### config.mk
export PLATFORM = sky130hd
export DESIGN_NAME = asc_ctrl
export DESIGN_NICKNAME = d
export VERILOG_FILES = /design/src/rtl/asc_pkg.sv /design/src/rtl/asc_ctrl.sv
export SDC_FILE = /design/constraint.sdc
export NUM_CORES = 1
export LEC_CHECK = 0
export BUFFER_PORTS_ARGS = -buffer_cell sky130_fd_sc_hd__buf_2
export CAP_MARGIN = 30
export CORE_MARGIN = 2
export CORE_UTILIZATION = 28
export DETAILED_ROUTE_END_ITERATION = 10
export PLACE_DENSITY = 0.45
export SKIP_LAST_GASP = 1
export SLEW_MARGIN = 40
export SYNTH_ARGS = -nofsm -noshare
export SYNTH_HDL_FRONTEND = slang
export SYNTH_SLANG_ARGS = --single-unit
export TNS_END_PERCENT = 30
### constraint.sdc
create_clock -name ref_clk -period 2.2 [get_ports ref_clk]
set_input_delay 0.44 -clock ref_clk [delete_from_list [all_inputs] [get_ports ref_clk]]
set_output_delay 0.44 -clock ref_clk [all_outputs]
set_load 0.01 [all_outputs]
### src/rtl/asc_pkg.sv
// Constants for the converter sequencing and reference control block.
// Assumes an 8-bit register port and an external analogue converter core.
package asc_pkg;
    // ==========================================================
    // Register offsets
    localparam logic [1:0] ASC_CTL0_OFS  = 2'h0; // Start, busy, power
    localparam logic [1:0] ASC_CTL1_OFS  = 2'h1; // Reference and clock
    localparam logic [1:0] ASC_RESL_OFS  = 2'h2; // Result low byte
    localparam logic [1:0] ASC_RESH_OFS  = 2'h3; // Result high byte
    // ==========================================================
    // Field positions, control register zero
    localparam int ASC_START_BIT = 7;
    localparam int ASC_BUSY_BIT  = 6;
    localparam int ASC_POFF_BIT  = 5;
    localparam int ASC_FMT_BIT   = 4;
    localparam int ASC_CHAN_LSB  = 0;
    localparam int ASC_CHAN_W    = 4;
    // ==========================================================
    // Field positions, control register one
    localparam int ASC_BGSEL_BIT = 7;
    localparam int ASC_BGEN_BIT  = 6;
    localparam int ASC_RSV5_BIT  = 5;
    localparam int ASC_REFS_BIT  = 4;
    localparam int ASC_RSV3_BIT  = 3;
    localparam int ASC_DIV_LSB   = 0;
    localparam int ASC_DIV_W     = 3;
    // ==========================================================
    // Reset values
    localparam logic [7:0] ASC_CTL0_RST  = 8'h60; // Busy and power-off set
    localparam logic [7:0] ASC_CTL1_RST  = 8'h00;
    // ==========================================================
    // Channel codes and timing
    localparam logic [3:0] ASC_CHAN_FLOAT = 4'h1; // No input wired
    localparam logic [3:0] ASC_CHAN_MAX   = 4'h8; // Highest input
    localparam int         ASC_CONV_TICKS = 16;   // Clocks per conversion
    localparam int         ASC_RES_W      = 12;
    // Conversion sequencer states
    typedef enum logic [1:0] {
        ASC_IDLE,
        ASC_HOLD,
        ASC_RUN
    } asc_state_type;
endpackage
### src/rtl/asc_ctrl.sv
// Sequencing, clock division and reference control for the converter.
// Assumes the analogue core samples on conv_clk_en_q and presents its
// result on adc_data; software drives the plain register port.
//
// Function
// RULE1: Bandgap select routes 1.25V bandgap to converter, cuts external inputs.
// RULE2: Software enables bandgap before selecting it as input.
// RULE3: Bandgap powers down when unused and both low-voltage functions off.
// RULE4: Software waits bandgap settle time before converting.
// RULE5: Bits 5 and 3 of control register one read zero.
// RULE6: Reference select one picks reference pin, zero picks supply.
// RULE7: Reference select high claims the shared pin, drops other functions.
// RULE8: Divider codes 000 to 110 divide system clock by 1 to 64.
// RULE9: Start bit raised then lowered begins a conversion.
// RULE10: While start stays high, converter is reset and busy is high.
// RULE11: Busy flag clears by itself when a conversion ends.
// RULE12: End of conversion raises the interrupt request.
// RULE13: Software may poll busy until zero instead of interrupts.
// RULE14: Software keeps converter clock period within 0.53us to 10us.
// RULE15: Converter powered only while power-off bit is zero.
// RULE16: Software waits power-up delay after clearing power-off.
// RULE17: Software sets power-off whenever converter is idle.
// RULE18: A conversion lasts sixteen converter clock periods.
// RULE19: Channel field picks inputs 0 to 8; code 1 leaves input floating.
// RULE20: Format bit left or right justifies 12-bit result, zero fill.
// RULE21: Prescaler counter gives one converter clock enable per division.
//
// Chosen here: the address-and-strobe port and the register addresses.
`timescale 1ns/10ps
module asc_ctrl
    import asc_pkg::*;
#(
    parameter int DIV_W = 7                      // Prescaler counter width
) (
    input  wire logic        ref_clk,            // System clock, 125 MHz
    input  wire logic        rst_n,              // Async reset, active low
    input  wire logic [1:0]  addr,               // Register address
    input  wire logic [7:0]  wdata,              // Write data
    input  wire logic        wr,                 // Write strobe
    input  wire logic        rd,                 // Read strobe
    output logic      [7:0]  rdata_q,            // Read data, next cycle
    input  wire logic        low_voltage_reset,  // Low-voltage reset enabled
    input  wire logic        low_voltage_detect, // Low-voltage detect enabled
    input  wire logic [11:0] adc_data,           // Result from analogue core
    output logic             conv_clk_en_q,      // Converter clock enable
    output logic             conv_reset_q,       // Converter held in reset
    output logic             conv_power_q,       // Converter powered
    output logic             bandgap_power_q,    // Bandgap circuit on
    output logic             bandgap_route_q,    // Bandgap on converter input
    output logic             ext_chan_en_q,      // External channel connected
    output logic      [3:0]  channel_select_q,   // External channel code
    output logic             vref_pin_sel_q,     // Reference from pin
    output logic             vref_pin_claim_q,   // Shared pin taken for ref
    output logic             irq_request_q       // End of conversion pulse
);
    // Refuse a counter too narrow for the divide by 128 code
    if (DIV_W < 7) begin
        $error("DIV_W must reach a divide by 128");
    end

    // ==========================================================
    // Register storage
    logic                start_q;
    logic                busy_q;
    logic                power_off_q;
    logic                result_format_select_q;
    logic [3:0]          chan_q;
    logic                bandgap_input_select_q;
    logic                bandgap_enable_q;
    logic                reference_source_select_q;
    logic [2:0]          converter_clock_divider_q;
    logic [11:0]         result_q;
    asc_state_type       state_q;
    logic [4:0]          tick_cnt_q;
    logic [DIV_W-1:0]    div_cnt_q;
    logic [DIV_W-1:0]    div_limit;
    logic                div_tick;
    logic                conv_done;
    logic                wr_ctl0;
    logic                wr_ctl1;

    assign wr_ctl0 = wr && (addr == ASC_CTL0_OFS);
    assign wr_ctl1 = wr && (addr == ASC_CTL1_OFS);

    // Control register zero writable fields
    always_ff @(posedge ref_clk or negedge rst_n) begin
        if (!rst_n) begin
            start_q                <= ASC_CTL0_RST[ASC_START_BIT];
            power_off_q            <= ASC_CTL0_RST[ASC_POFF_BIT];
            result_format_select_q <= ASC_CTL0_RST[ASC_FMT_BIT];
            chan_q                 <= ASC_CTL0_RST[ASC_CHAN_LSB +: ASC_CHAN_W];
        end else if (wr_ctl0) begin
            start_q                <= wdata[ASC_START_BIT];
            power_off_q            <= wdata[ASC_POFF_BIT];
            result_format_select_q <= wdata[ASC_FMT_BIT];
            chan_q                 <= wdata[ASC_CHAN_LSB +: ASC_CHAN_W];
        end
    end

    // Control register one, reserved bits not stored
    always_ff @(posedge ref_clk or negedge rst_n) begin
        if (!rst_n) begin
            bandgap_input_select_q    <= ASC_CTL1_RST[ASC_BGSEL_BIT];
            bandgap_enable_q          <= ASC_CTL1_RST[ASC_BGEN_BIT];
            reference_source_select_q <= ASC_CTL1_RST[ASC_REFS_BIT];
            converter_clock_divider_q <= ASC_CTL1_RST[ASC_DIV_LSB +: ASC_DIV_W];
        end else if (wr_ctl1) begin
            bandgap_input_select_q    <= wdata[ASC_BGSEL_BIT];
            bandgap_enable_q          <= wdata[ASC_BGEN_BIT];
            reference_source_select_q <= wdata[ASC_REFS_BIT];
            converter_clock_divider_q <= wdata[ASC_DIV_LSB +: ASC_DIV_W];
        end
    end

    // ==========================================================
    // Prescaler: terminal count is two to the code, minus one
    assign div_limit = DIV_W'((8'h01 << converter_clock_divider_q) - 8'h01);
    assign div_tick  = (div_cnt_q >= div_limit);                 // RULE8

    // Held at zero while start is high, so the first tick after release
    // lands one full division later
    always_ff @(posedge ref_clk or negedge rst_n) begin
        if (!rst_n) begin
            div_cnt_q <= '0;
        end else if (start_q || div_tick) begin
            div_cnt_q <= '0;                                       // RULE21
        end else begin
            div_cnt_q <= div_cnt_q + 1'b1;                          // RULE21
        end
    end

    // Converter clock enable, only while powered
    always_ff @(posedge ref_clk or negedge rst_n) begin
        if (!rst_n) begin
            conv_clk_en_q <= 1'b0;
        end else begin
            conv_clk_en_q <= div_tick && !power_off_q && !start_q; // RULE15
        end
    end

    // ==========================================================
    // Conversion sequencer
    // Raising start during a run aborts back to hold, with no request unless conv_done is high in that same cycle
    assign conv_done = (state_q == ASC_RUN) && conv_clk_en_q &&
                       (tick_cnt_q == 5'(ASC_CONV_TICKS - 1));     // RULE18

    always_ff @(posedge ref_clk or negedge rst_n) begin
        if (!rst_n) begin
            state_q    <= ASC_IDLE;
            tick_cnt_q <= '0;
        end else begin
            unique case (state_q)
                ASC_IDLE: begin
                    if (start_q) begin
                        state_q <= ASC_HOLD;
                    end
                end
                ASC_HOLD: begin
                    tick_cnt_q <= '0;
                    if (!start_q) begin
                        state_q <= ASC_RUN;                          // RULE9
                    end
                end
                ASC_RUN: begin
                    if (start_q) begin
                        state_q <= ASC_HOLD;
                    end else if (conv_done) begin
                        state_q <= ASC_IDLE;                         // RULE18
                    end else if (conv_clk_en_q) begin
                        tick_cnt_q <= tick_cnt_q + 5'h01;            // RULE18
                    end
                end
            endcase
        end
    end

    // Busy flag: start sets it, end of conversion clears it
    // A new start outranks a finishing conversion in the same cycle
    always_ff @(posedge ref_clk or negedge rst_n) begin
        if (!rst_n) begin
            busy_q <= ASC_CTL0_RST[ASC_BUSY_BIT];
        end else if (start_q) begin
            busy_q <= 1'b1;                                          // RULE10
        end else if (conv_done) begin
            busy_q <= 1'b0;                                          // RULE11
        end
    end

    // Converter reset while start held high
    always_ff @(posedge ref_clk or negedge rst_n) begin
        if (!rst_n) begin
            conv_reset_q <= 1'b0;
        end else begin
            conv_reset_q <= start_q;                                 // RULE10
        end
    end

    // Result capture and end of conversion request
    // Result loads at any conv_done, even one in the cycle start rises, so only an earlier abort keeps the old value
    always_ff @(posedge ref_clk or negedge rst_n) begin
        if (!rst_n) begin
            result_q      <= '0;
            irq_request_q <= 1'b0;
        end else begin
            irq_request_q <= conv_done;                              // RULE12
            if (conv_done) begin
                result_q <= adc_data;
            end
        end
    end

    // ==========================================================
    // Analogue control outputs
    always_ff @(posedge ref_clk or negedge rst_n) begin
        if (!rst_n) begin
            conv_power_q     <= 1'b0;
            bandgap_power_q  <= 1'b0;
            bandgap_route_q  <= 1'b0;
            ext_chan_en_q    <= 1'b0;
            channel_select_q <= '0;
            vref_pin_sel_q   <= 1'b0;
            vref_pin_claim_q <= 1'b0;
        end else begin
            conv_power_q     <= !power_off_q;                        // RULE15
            bandgap_power_q  <= bandgap_enable_q || low_voltage_reset ||
                                low_voltage_detect;                  // RULE3
            bandgap_route_q  <= bandgap_input_select_q;              // RULE1
            ext_chan_en_q    <= !bandgap_input_select_q &&
                                (chan_q <= ASC_CHAN_MAX) &&
                                (chan_q != ASC_CHAN_FLOAT);          // RULE19
            channel_select_q <= chan_q;                              // RULE19
            vref_pin_sel_q   <= reference_source_select_q;           // RULE6
            vref_pin_claim_q <= reference_source_select_q;           // RULE7
        end
    end

    // ==========================================================
    // Read data, one cycle after the strobe
    always_ff @(posedge ref_clk or negedge rst_n) begin
        if (!rst_n) begin
            rdata_q <= 8'h00;
        end else if (rd) begin
            unique case (addr)
                ASC_CTL0_OFS: begin
                    rdata_q <= {start_q, busy_q, power_off_q,
                                result_format_select_q, chan_q};
                end
                ASC_CTL1_OFS: begin
                    rdata_q <= {bandgap_input_select_q, bandgap_enable_q,
                                1'b0, reference_source_select_q, 1'b0,
                                converter_clock_divider_q};          // RULE5
                end
                ASC_RESL_OFS: begin
                    rdata_q <= result_format_select_q ? result_q[7:0] :
                               {result_q[3:0], 4'h0};               // RULE20
                end
                ASC_RESH_OFS: begin
                    rdata_q <= result_format_select_q ?
                               {4'h0, result_q[11:8]} :
                               result_q[11:4];                       // RULE20
                end
            endcase
        end else begin
            rdata_q <= 8'h00;
        end
    end

    // ==========================================================
    // Checks
    // Properties sample registered state, port inputs and combinational decodes; reset disables them
    hold_reset_busy_a: assert property (                         // RULE10
        @(posedge ref_clk) disable iff (!rst_n)
        start_q |=> conv_reset_q && busy_q)
        else $error("start high without reset and busy");

    start_fall_run_a: assert property (                          // RULE9
        @(posedge ref_clk) disable iff (!rst_n)
        (state_q == ASC_HOLD) && !start_q |=> state_q == ASC_RUN)
        else $error("start release did not begin conversion");

    done_busy_clear_a: assert property (                         // RULE11
        @(posedge ref_clk) disable iff (!rst_n)
        conv_done && !start_q |=> !busy_q && state_q == ASC_IDLE)
        else $error("busy not cleared at end of conversion");

    irq_one_pulse_a: assert property (                           // RULE12
        @(posedge ref_clk) disable iff (!rst_n)
        $rose(irq_request_q) |-> $past(conv_done) ##1 !irq_request_q)
        else $error("interrupt request not one pulse at end");

    conv_length_a: assert property (                             // RULE18
        @(posedge ref_clk) disable iff (!rst_n)
        (state_q == ASC_RUN) && !start_q && conv_clk_en_q &&
        tick_cnt_q == 5'h0F |=> irq_request_q && state_q == ASC_IDLE)
        else $error("conversion length not sixteen ticks");

    tick_bound_a: assert property (                              // RULE18
        @(posedge ref_clk) disable iff (!rst_n)
        state_q == ASC_RUN |-> tick_cnt_q <= 5'h0F)
        else $error("tick count ran past sixteen");

    float_chan_a: assert property (                              // RULE19
        @(posedge ref_clk) disable iff (!rst_n)
        chan_q == ASC_CHAN_FLOAT || chan_q > ASC_CHAN_MAX |=> !ext_chan_en_q)
        else $error("floating or absent channel connected");

    stall_busy_a: assert property (                              // RULE15
        @(posedge ref_clk) disable iff (!rst_n)
        busy_q && power_off_q && $past(power_off_q) && !start_q
        |=> busy_q)
        else $error("conversion ended while powered off");

    bandgap_route_a: assert property (                           // RULE1
        @(posedge ref_clk) disable iff (!rst_n)
        bandgap_input_select_q |=> bandgap_route_q && !ext_chan_en_q)
        else $error("bandgap select left external input on");

    bandgap_power_a: assert property (                           // RULE3
        @(posedge ref_clk) disable iff (!rst_n)
        !bandgap_enable_q && !low_voltage_reset && !low_voltage_detect
        |=> !bandgap_power_q)
        else $error("bandgap stayed on while unused");

    reference_pin_a: assert property (                           // RULE7
        @(posedge ref_clk) disable iff (!rst_n)
        ##1 vref_pin_claim_q == $past(reference_source_select_q) &&
        vref_pin_sel_q == vref_pin_claim_q)
        else $error("reference pin selection mismatch");

    power_gate_a: assert property (                              // RULE15
        @(posedge ref_clk) disable iff (!rst_n)
        power_off_q |=> !conv_power_q && !conv_clk_en_q)
        else $error("converter active while powered off");

    reserved_zero_a: assert property (                           // RULE5
        @(posedge ref_clk) disable iff (!rst_n)
        rd && addr == ASC_CTL1_OFS |=> !rdata_q[5] && !rdata_q[3])
        else $error("reserved bits read nonzero");

    divider_rate_a: assert property (                            // RULE8
        @(posedge ref_clk) disable iff (!rst_n)
        (converter_clock_divider_q == 3'h1 && !start_q && !wr_ctl1 &&
         div_tick) ##1 (!start_q && !wr_ctl1) |-> !div_tick ##1 div_tick)
        else $error("divide by two tick spacing wrong");
endmodule

==> results of run 1 <==
-- critical path: cells and delay by family, from the launching register on --
kind | cells | cell delay [ps]
flops | 1 | 440
compound gates | 2 | 500
simple gates | 3 | 630
fa+ha+maj | 1 | 280
-- per-layer routing --
layer | track usage [%] | up-vias | part of all wire, %
met5 | 0 | - | 0
met4 | 5.06 | 0 | 1.8
met3 | 4.97 | 9 | 4.6
met2 | 18.4 | 37 | 46
met1 | 16.5 | 892 | 48
li1 | - | 897 | -
-- worst paths after layout --
path | start | endpoint | slack (ps) | cells after the start
max | converter_clock_divider_q[2] | div_cnt_q[1] | 280 | 6
min | rst_n | bandgap_power_q | 90 | 2
max reg2reg | converter_clock_divider_q[2] | div_cnt_q[1] | 280 | 6
min reg2reg | chan_q[3] | channel_select_q[3] | 420 | 0
max in group asynchronous | rst_n | power_off_q | 1790 | 2
min in group ref_clk | low_voltage_detect | bandgap_power_q | 290 | 2
-- registers in the layout, summed over array words and instances, names as in the netlist, 2 cells and up --
name	cells
chan_q	4
channel_select_q	4
converter_clock_divider_q	3
div_cnt_q	7
rdata_q	8
result_q	12
state_q	2
tick_cnt_q	5
-- cell type report --
type	instances	area, um2	area share (%)
Clock inverter	4	47.5	1.43
Multi-Input combinational cell	147	1140	34.4
Tap cell	133	166	5.00
Clock buffer	12	155	4.66
Timing Repair Buffer	51	275	8.27
Inverter	9	33.8	1.02
Sequential cell	60	1500	45.2
-- stage by stage --
step	power, mW	hold slack [ps]	util, %	cells
floorplan	1.72	144	-	226
global placement	1.91	403	32.3	400
detailed placement	1.92	410	32.3	400
CTS	2.96	95.0	34.4	416
global route	3.10	105	34.4	416
finish	2.91	89.1	34.4	416
-- cells in the final DEF, fill, tap and decap left out, types with 2 or more instances in the layout --
| cell | n |
|---|---|
| dfrtp_1 | 58 |
| ha_1 | 10 |
| clkbuf_8 | 11 |
| buf_4 | 2 |
| a21o_1 | 2 |
| nor2b_1 | 7 |
| buf_2 | 48 |
| mux2i_1 | 4 |
| or3_1 | 2 |
| o311a_1 | 2 |
| and3_1 | 2 |
| xor2_1 | 5 |
| nand3_1 | 10 |
| clkinv_2 | 2 |
| nor2_1 | 15 |
| a31oi_1 | 4 |
| mux2_4 | 7 |
| mux2_2 | 22 |
| o221ai_1 | 2 |
| a21oi_1 | 10 |
| nand2_1 | 12 |
| o31ai_1 | 3 |
| o21ai_0 | 12 |
| dfstp_2 | 2 |
| inv_1 | 9 |
-- cell families (layout without fill, tap and decap cells) --
| kind of cell | after synthesis | after routing |
|---|---|---|
| buffers and inverters | 19 | 76 |
| DFF | 60 | 60 |
| AOI/OAI and AO/OA | 42 | 42 |
| muxes | 33 | 33 |
| adders and majority gates | 10 | 10 |
| and+or+nand+nor | 56 | 56 |
| xor gates and xnor gates | 6 | 6 |
-- where the power goes --
group,internal [mW],leakage (nW),switching (mW)
registers,1.25,0.741,0.139
logic,0.245,0.719,0.261
clock network,0.581,0.102,0.434
==> results.py, run 1 <==
metrics = {
    "outcome": {
        "status": "complete, no violations",
    },
    "worst_setup_path": {
        "crit_required_ps": 2460,
        "max_stage_delay_ps": 440,
        "cp-end-kind": "register",
        "path_cells": "or3_1, ha_1, nor2b_1, o21ai_0, a211o_1, nor2_1",
        "crit_path_max_fanout": 8,
        "crit_arrival_ps": 2180,
        "worstSetupStartpointType": "register",
        "crit_type": "reg -> reg",
        "cp_slowest_cell": "dfrtp_1",
    },
    "routing": {
        "viasPerCell": 4.41,
        "vias": 1835,
        "drt-initial-drc-count": 50,
        "routed_wl_um": 5880,
        "firstDrtPassIters": 4,
        "remaining_drc_errors": 0,
        "routedWlPerCell_um": 14.1,
        "ant_nets": 0,
    },
    "cells_and_area": {
        "diodes": 0,
        "nets": 316,
        "fillers": 996,
        "syn_to_final_growth_pct": 20.6,
        "drive_gt1_share_pct": 36.0,
        "final_cell_area_um2": 3330,
    },
    "worst_hold_path": {
        "hp-class": "in -> async",
    },
    "floorplanning": {
        "placeableCoreArea_um2": 9680,
        "num_rows": 36,
        "ios": 49,
        "die_area_um2": 10700,
        "die_h_um": 103,
        "initial_core_util_pct": 28.5,
        "die_w_um": 103,
    },
    "power": {
        "p_leak_nw": 1.56,
        "peakVddDrop_mv": 0.311,
        "powerDensity_nw_per_um2": 874,
    },
    "sta": {
        "fin_ws_ps": 278,
        "hold_viol_final": 0,
        "fin_skew_ps": 9.60,
        "finalCritPeriodShare_pct": 87.4,
        "max_slew_margin_pct": 68.2,
        "finalCriticalPeriod_ps": 1920,
        "setup_tns_ps": 0,
        "max_freq_ghz": 0.520,
        "setup_viol": 0,
        "worstMarginPinSlew_ps": 477,
        "finalMaxSlewViolations": 0,
        "rsz0062_at_grt": "false",
    },
    "place": {
        "globalplace.congestion": 0.742,
        "hpwlAfterDp_um": 4180,
        "dpl_cell_area_um2": 3120,
        "place_ws_ps": 293,
        "portBuffers": 48,
    },
    "synth": {
        "synthTopCellsByArea": "dfrtp_1 (53%), mux2_2 (9.0%), ha_1 (4.5%)",
        "synth-simple-area-share_pct": 11.2,
        "synth_warnings": 0,
        "avgSynthCellArea_um2": 12.2,
        "ys.flop_type": "dfrtp_1",
        "synth_fp_nets": 264,
        "synth_most_common_cell": "dfrtp_1",
        "synth_top_area_cell": "dfrtp_1",
        "async_flop_share_pct": 100,
        "syn-cell-area_um2": 2760,
        "synthTopCellsByCount": "dfrtp_1 (58), mux2_2 (22), nor2_1 (15)",
        "synth_mux_area_share_pct": 14.2,
        "synth_edf_count": 0,
        "synth_adder_area_share_pct": 4.54,
        "synthXorXnorAreaFrac_pct": 1.90,
        "syn_inst": 226,
        "synth_top_family_by_area": "multiplexers",
        "yosysSeqAreaShare_pct": 54.5,
        "yosysUniqueCellTypes": 42,
        "synth_top_area_share_pct": 52.6,
        "synth.ff_latch_count": 60,
        "synth_compound_area_share_pct": 9.61,
    },
    "global_routing": {
        "antenna_found_initial": 0,
        "grt_pass1_wl_um": 9750,
        "grt_remaining_overflow": 0,
        "grt_pass1_vias": 1910,
        "grt_max_degree": 61,
        "grt_usage_pct": 12.5,
    },
    "clock_network": {
        "cts_tree": "yes",
        "cts.sinks": 60,
        "worstSkewPairLatency_ps": 340,
        "htreeDepth": 3,
        "numCtsBuffers": 9,
        "ctsHoldBuffers": 0,
        "cts.clk_slew.worst_paths_ps": 60,
        "cts_root_buf": "clkbuf_8",
        "cts_buffer_depth": 2,
        "cts_setup_buffers": 0,
        "cts-resized-gates": 0,
    },
    "job": {
        "cap_viol_max_count": 0,
    },
}
(Power assumes the default switching activity.)
==> run 2, diff against run 1 <==
Settings changed: MAX_ROUTING_LAYER set to met4, PLACE_DENSITY 0.45 to 0.46.
Clock period 2.2 ns to 1.62 ns, I/O delays scaled along.
==> results.py, run 2 (same netlist as run 1, synthesis figures left out) <==
metrics = {
    "power": {
        "p_leak_nw": 1.62,
        "power_mw": 3.79,
        "peakVddDrop_mv": 0.333,
        "powerDensity_nw_per_um2": 1100,
    },
    "outcome": {
        "violations": "negative setup slack",
        "status": "finished with violations",
    },
    "job": {
        "cap_viol_max_count": 0,
    },
    "worst_hold_path": {
        "holdPathEnd": "bandgap_power_q",
        "hold_depth": 2,
        "hp-class": "in -> reg",
        "worstHoldStart": "low_voltage_detect",
    },
    "cells_and_area": {
        "largest_reg_flops": 12,
        "top_register": "result_q",
        "drive_gt1_share_pct": 40.4,
        "final_cell_mix": "dfrtp_1 (58), buf_2 (48), mux2_2 (22), buf_4 (15), nor2_1 (13)",
        "syn_to_final_growth_pct": 25.2,
        "fin_cells": 430,
        "layout.cells.most_common": "dfrtp_1",
        "diodes": 0,
        "final_cell_area_um2": 3450,
        "final_util_pct": 35.7,
        "top_regs": "result_q (12), rdata_q (8), div_cnt_q (7)",
        "nets": 332,
    },
    "place": {
        "place_ws_ps": -185,
        "portBuffers": 48,
        "placed_cells": 414,
        "dpl_cell_area_um2": 3240,
        "globalplace.congestion": 0.802,
        "hpwlAfterDp_um": 4350,
    },
    "worst_setup_path": {
        "worst-r2r-cell-count": 6,
        "r2r-end": "div_cnt_q[3]",
        "crit_arrival_ps": 2030,
        "max_stage_delay_ps": 370,
        "rrSetupSlack_ps": -140,
        "crit_type": "reg -> reg",
        "path_cells": "or3_1, ha_1, nor2b_1, o21ai_1, a211o_2, nor2_1",
        "worstSetupStartpointType": "register",
        "crit_family": "simple AND/OR/NAND/NOR gates",
        "r2r-start": "converter_clock_divider_q[0]",
        "crit_path_max_fanout": 7,
        "path_buf_inv": 0,
        "crit_required_ps": 1890,
        "cp-end-kind": "register",
        "cp_slowest_cell": "dfrtp_1",
    },
    "sta": {
        "finalCriticalPeriod_ps": 1760,
        "rsz0062_at_grt": "true",
        "fin_ws_ps": -143,
        "setup_viol": 21,
        "hold_viol_final": 0,
        "fin_skew_ps": 4.13,
        "max_freq_ghz": 0.567,
        "finalMaxSlewViolations": 0,
        "max_slew_margin_pct": 66.8,
        "worstMarginPinSlew_ps": 497,
        "hold_slack_ps": 177,
        "setup_tns_ps": -1470,
        "finalCritPeriodShare_pct": 109,
    },
    "clock_network": {
        "htreeDepth": 3,
        "cts.sinks": 60,
        "worstSkewPairLatency_ps": 330,
        "cts_buffer_depth": 2,
        "cts_tree": "yes",
        "cts_setup_buffers": 0,
        "numCtsBuffers": 9,
        "cts_root_buf": "clkbuf_8",
        "cts.clk_slew.worst_paths_ps": 60,
    },
    "floorplanning": {
        "ios": 49,
        "die_h_um": 103,
        "die_area_um2": 10700,
        "die_w_um": 103,
        "num_rows": 36,
        "initial_core_util_pct": 28.5,
        "placeableCoreArea_um2": 9680,
    },
    "routing": {
        "remaining_drc_errors": 0,
        "vias": 1897,
        "routed_wl_um": 5890,
        "routedWlPerCell_um": 13.7,
        "viasPerCell": 4.41,
        "firstDrtPassIters": 5,
        "drt-initial-drc-count": 65,
        "ant_nets": 0,
    },
    "global_routing": {
        "grt_max_degree": 29,
        "antenna_found_initial": 0,
        "grt_usage_pct": 12.5,
        "grt_pass1_vias": 1850,
        "grt_pass1_wl_um": 9580,
        "grt_remaining_overflow": 0,
    },
}
==> run 2: worst max path at each step <==
stage	start	end	slack (ps)	depth (start not counted)
floorplan	converter_clock_divider_q[1]	div_cnt_q[0]	-120	6
global placement	converter_clock_divider_q[0]	div_cnt_q[0]	-170	6
detailed placement	converter_clock_divider_q[0]	div_cnt_q[0]	-190	6
CTS	converter_clock_divider_q[0]	div_cnt_q[6]	-160	6
global route	converter_clock_divider_q[0]	div_cnt_q[4]	-250	6
finish	converter_clock_divider_q[0]	div_cnt_q[3]	-140	6
==> run 2: power by group <==
| group | internal, mW | switching, mW | total (mW) | leakage (nW) |
|---|---|---|---|---|
| combinational | 0.410 | 0.411 | 0.821 | 0.795 |
| clock | 0.572 | 0.550 | 1.12 | 0.0848 |
| sequential | 1.69 | 0.153 | 1.85 | 0.741 |
| total | 2.67 | 1.11 | 3.79 | 1.62 |
==> run 2: layout make-up <==
type | instances | area (um2)
Clock buffer | 11 | 141
Timing Repair Buffer | 66 | 403
Multi-Input combinational cell | 148 | 1190
Sequential cell | 60 | 1500
Inverter | 9 | 33.8
Clock inverter | 3 | 15.0
Fill cell | 974 | 6230
Tap cell | 133 | 166
==> run 2: per-layer routing <==
metal / GRT usage [%] / share of wire, % / vias up / routed length, um
met5: - / 0 / - / 0
met4: 5.77 / 1.3 / 0 / 78
met3: 2.55 / 4.3 / 9 / 256
met2: 18.3 / 47 / 43 / 2770
met1: 16.8 / 47 / 903 / 2790
li1: - / - / 942 / -
==> run 2: worst register-to-register path, stage by stage (launching register included) <==
cell and delay [ps]:
dfrtp_1 370, or3_1 370, ha_1 280, nor2b_1 110
o21ai_1 90, a211o_2 370, nor2_1 110
==> run 2: repair_timing <==
action | CTS | global route
cloned | 0 | 1
hold buffers | 1 | 0
setup endpoints to repair | 26 | 27
hold endpoints to repair | 16 | 0
pin swaps | 2 | 4
gates resized for setup | 1 | 10
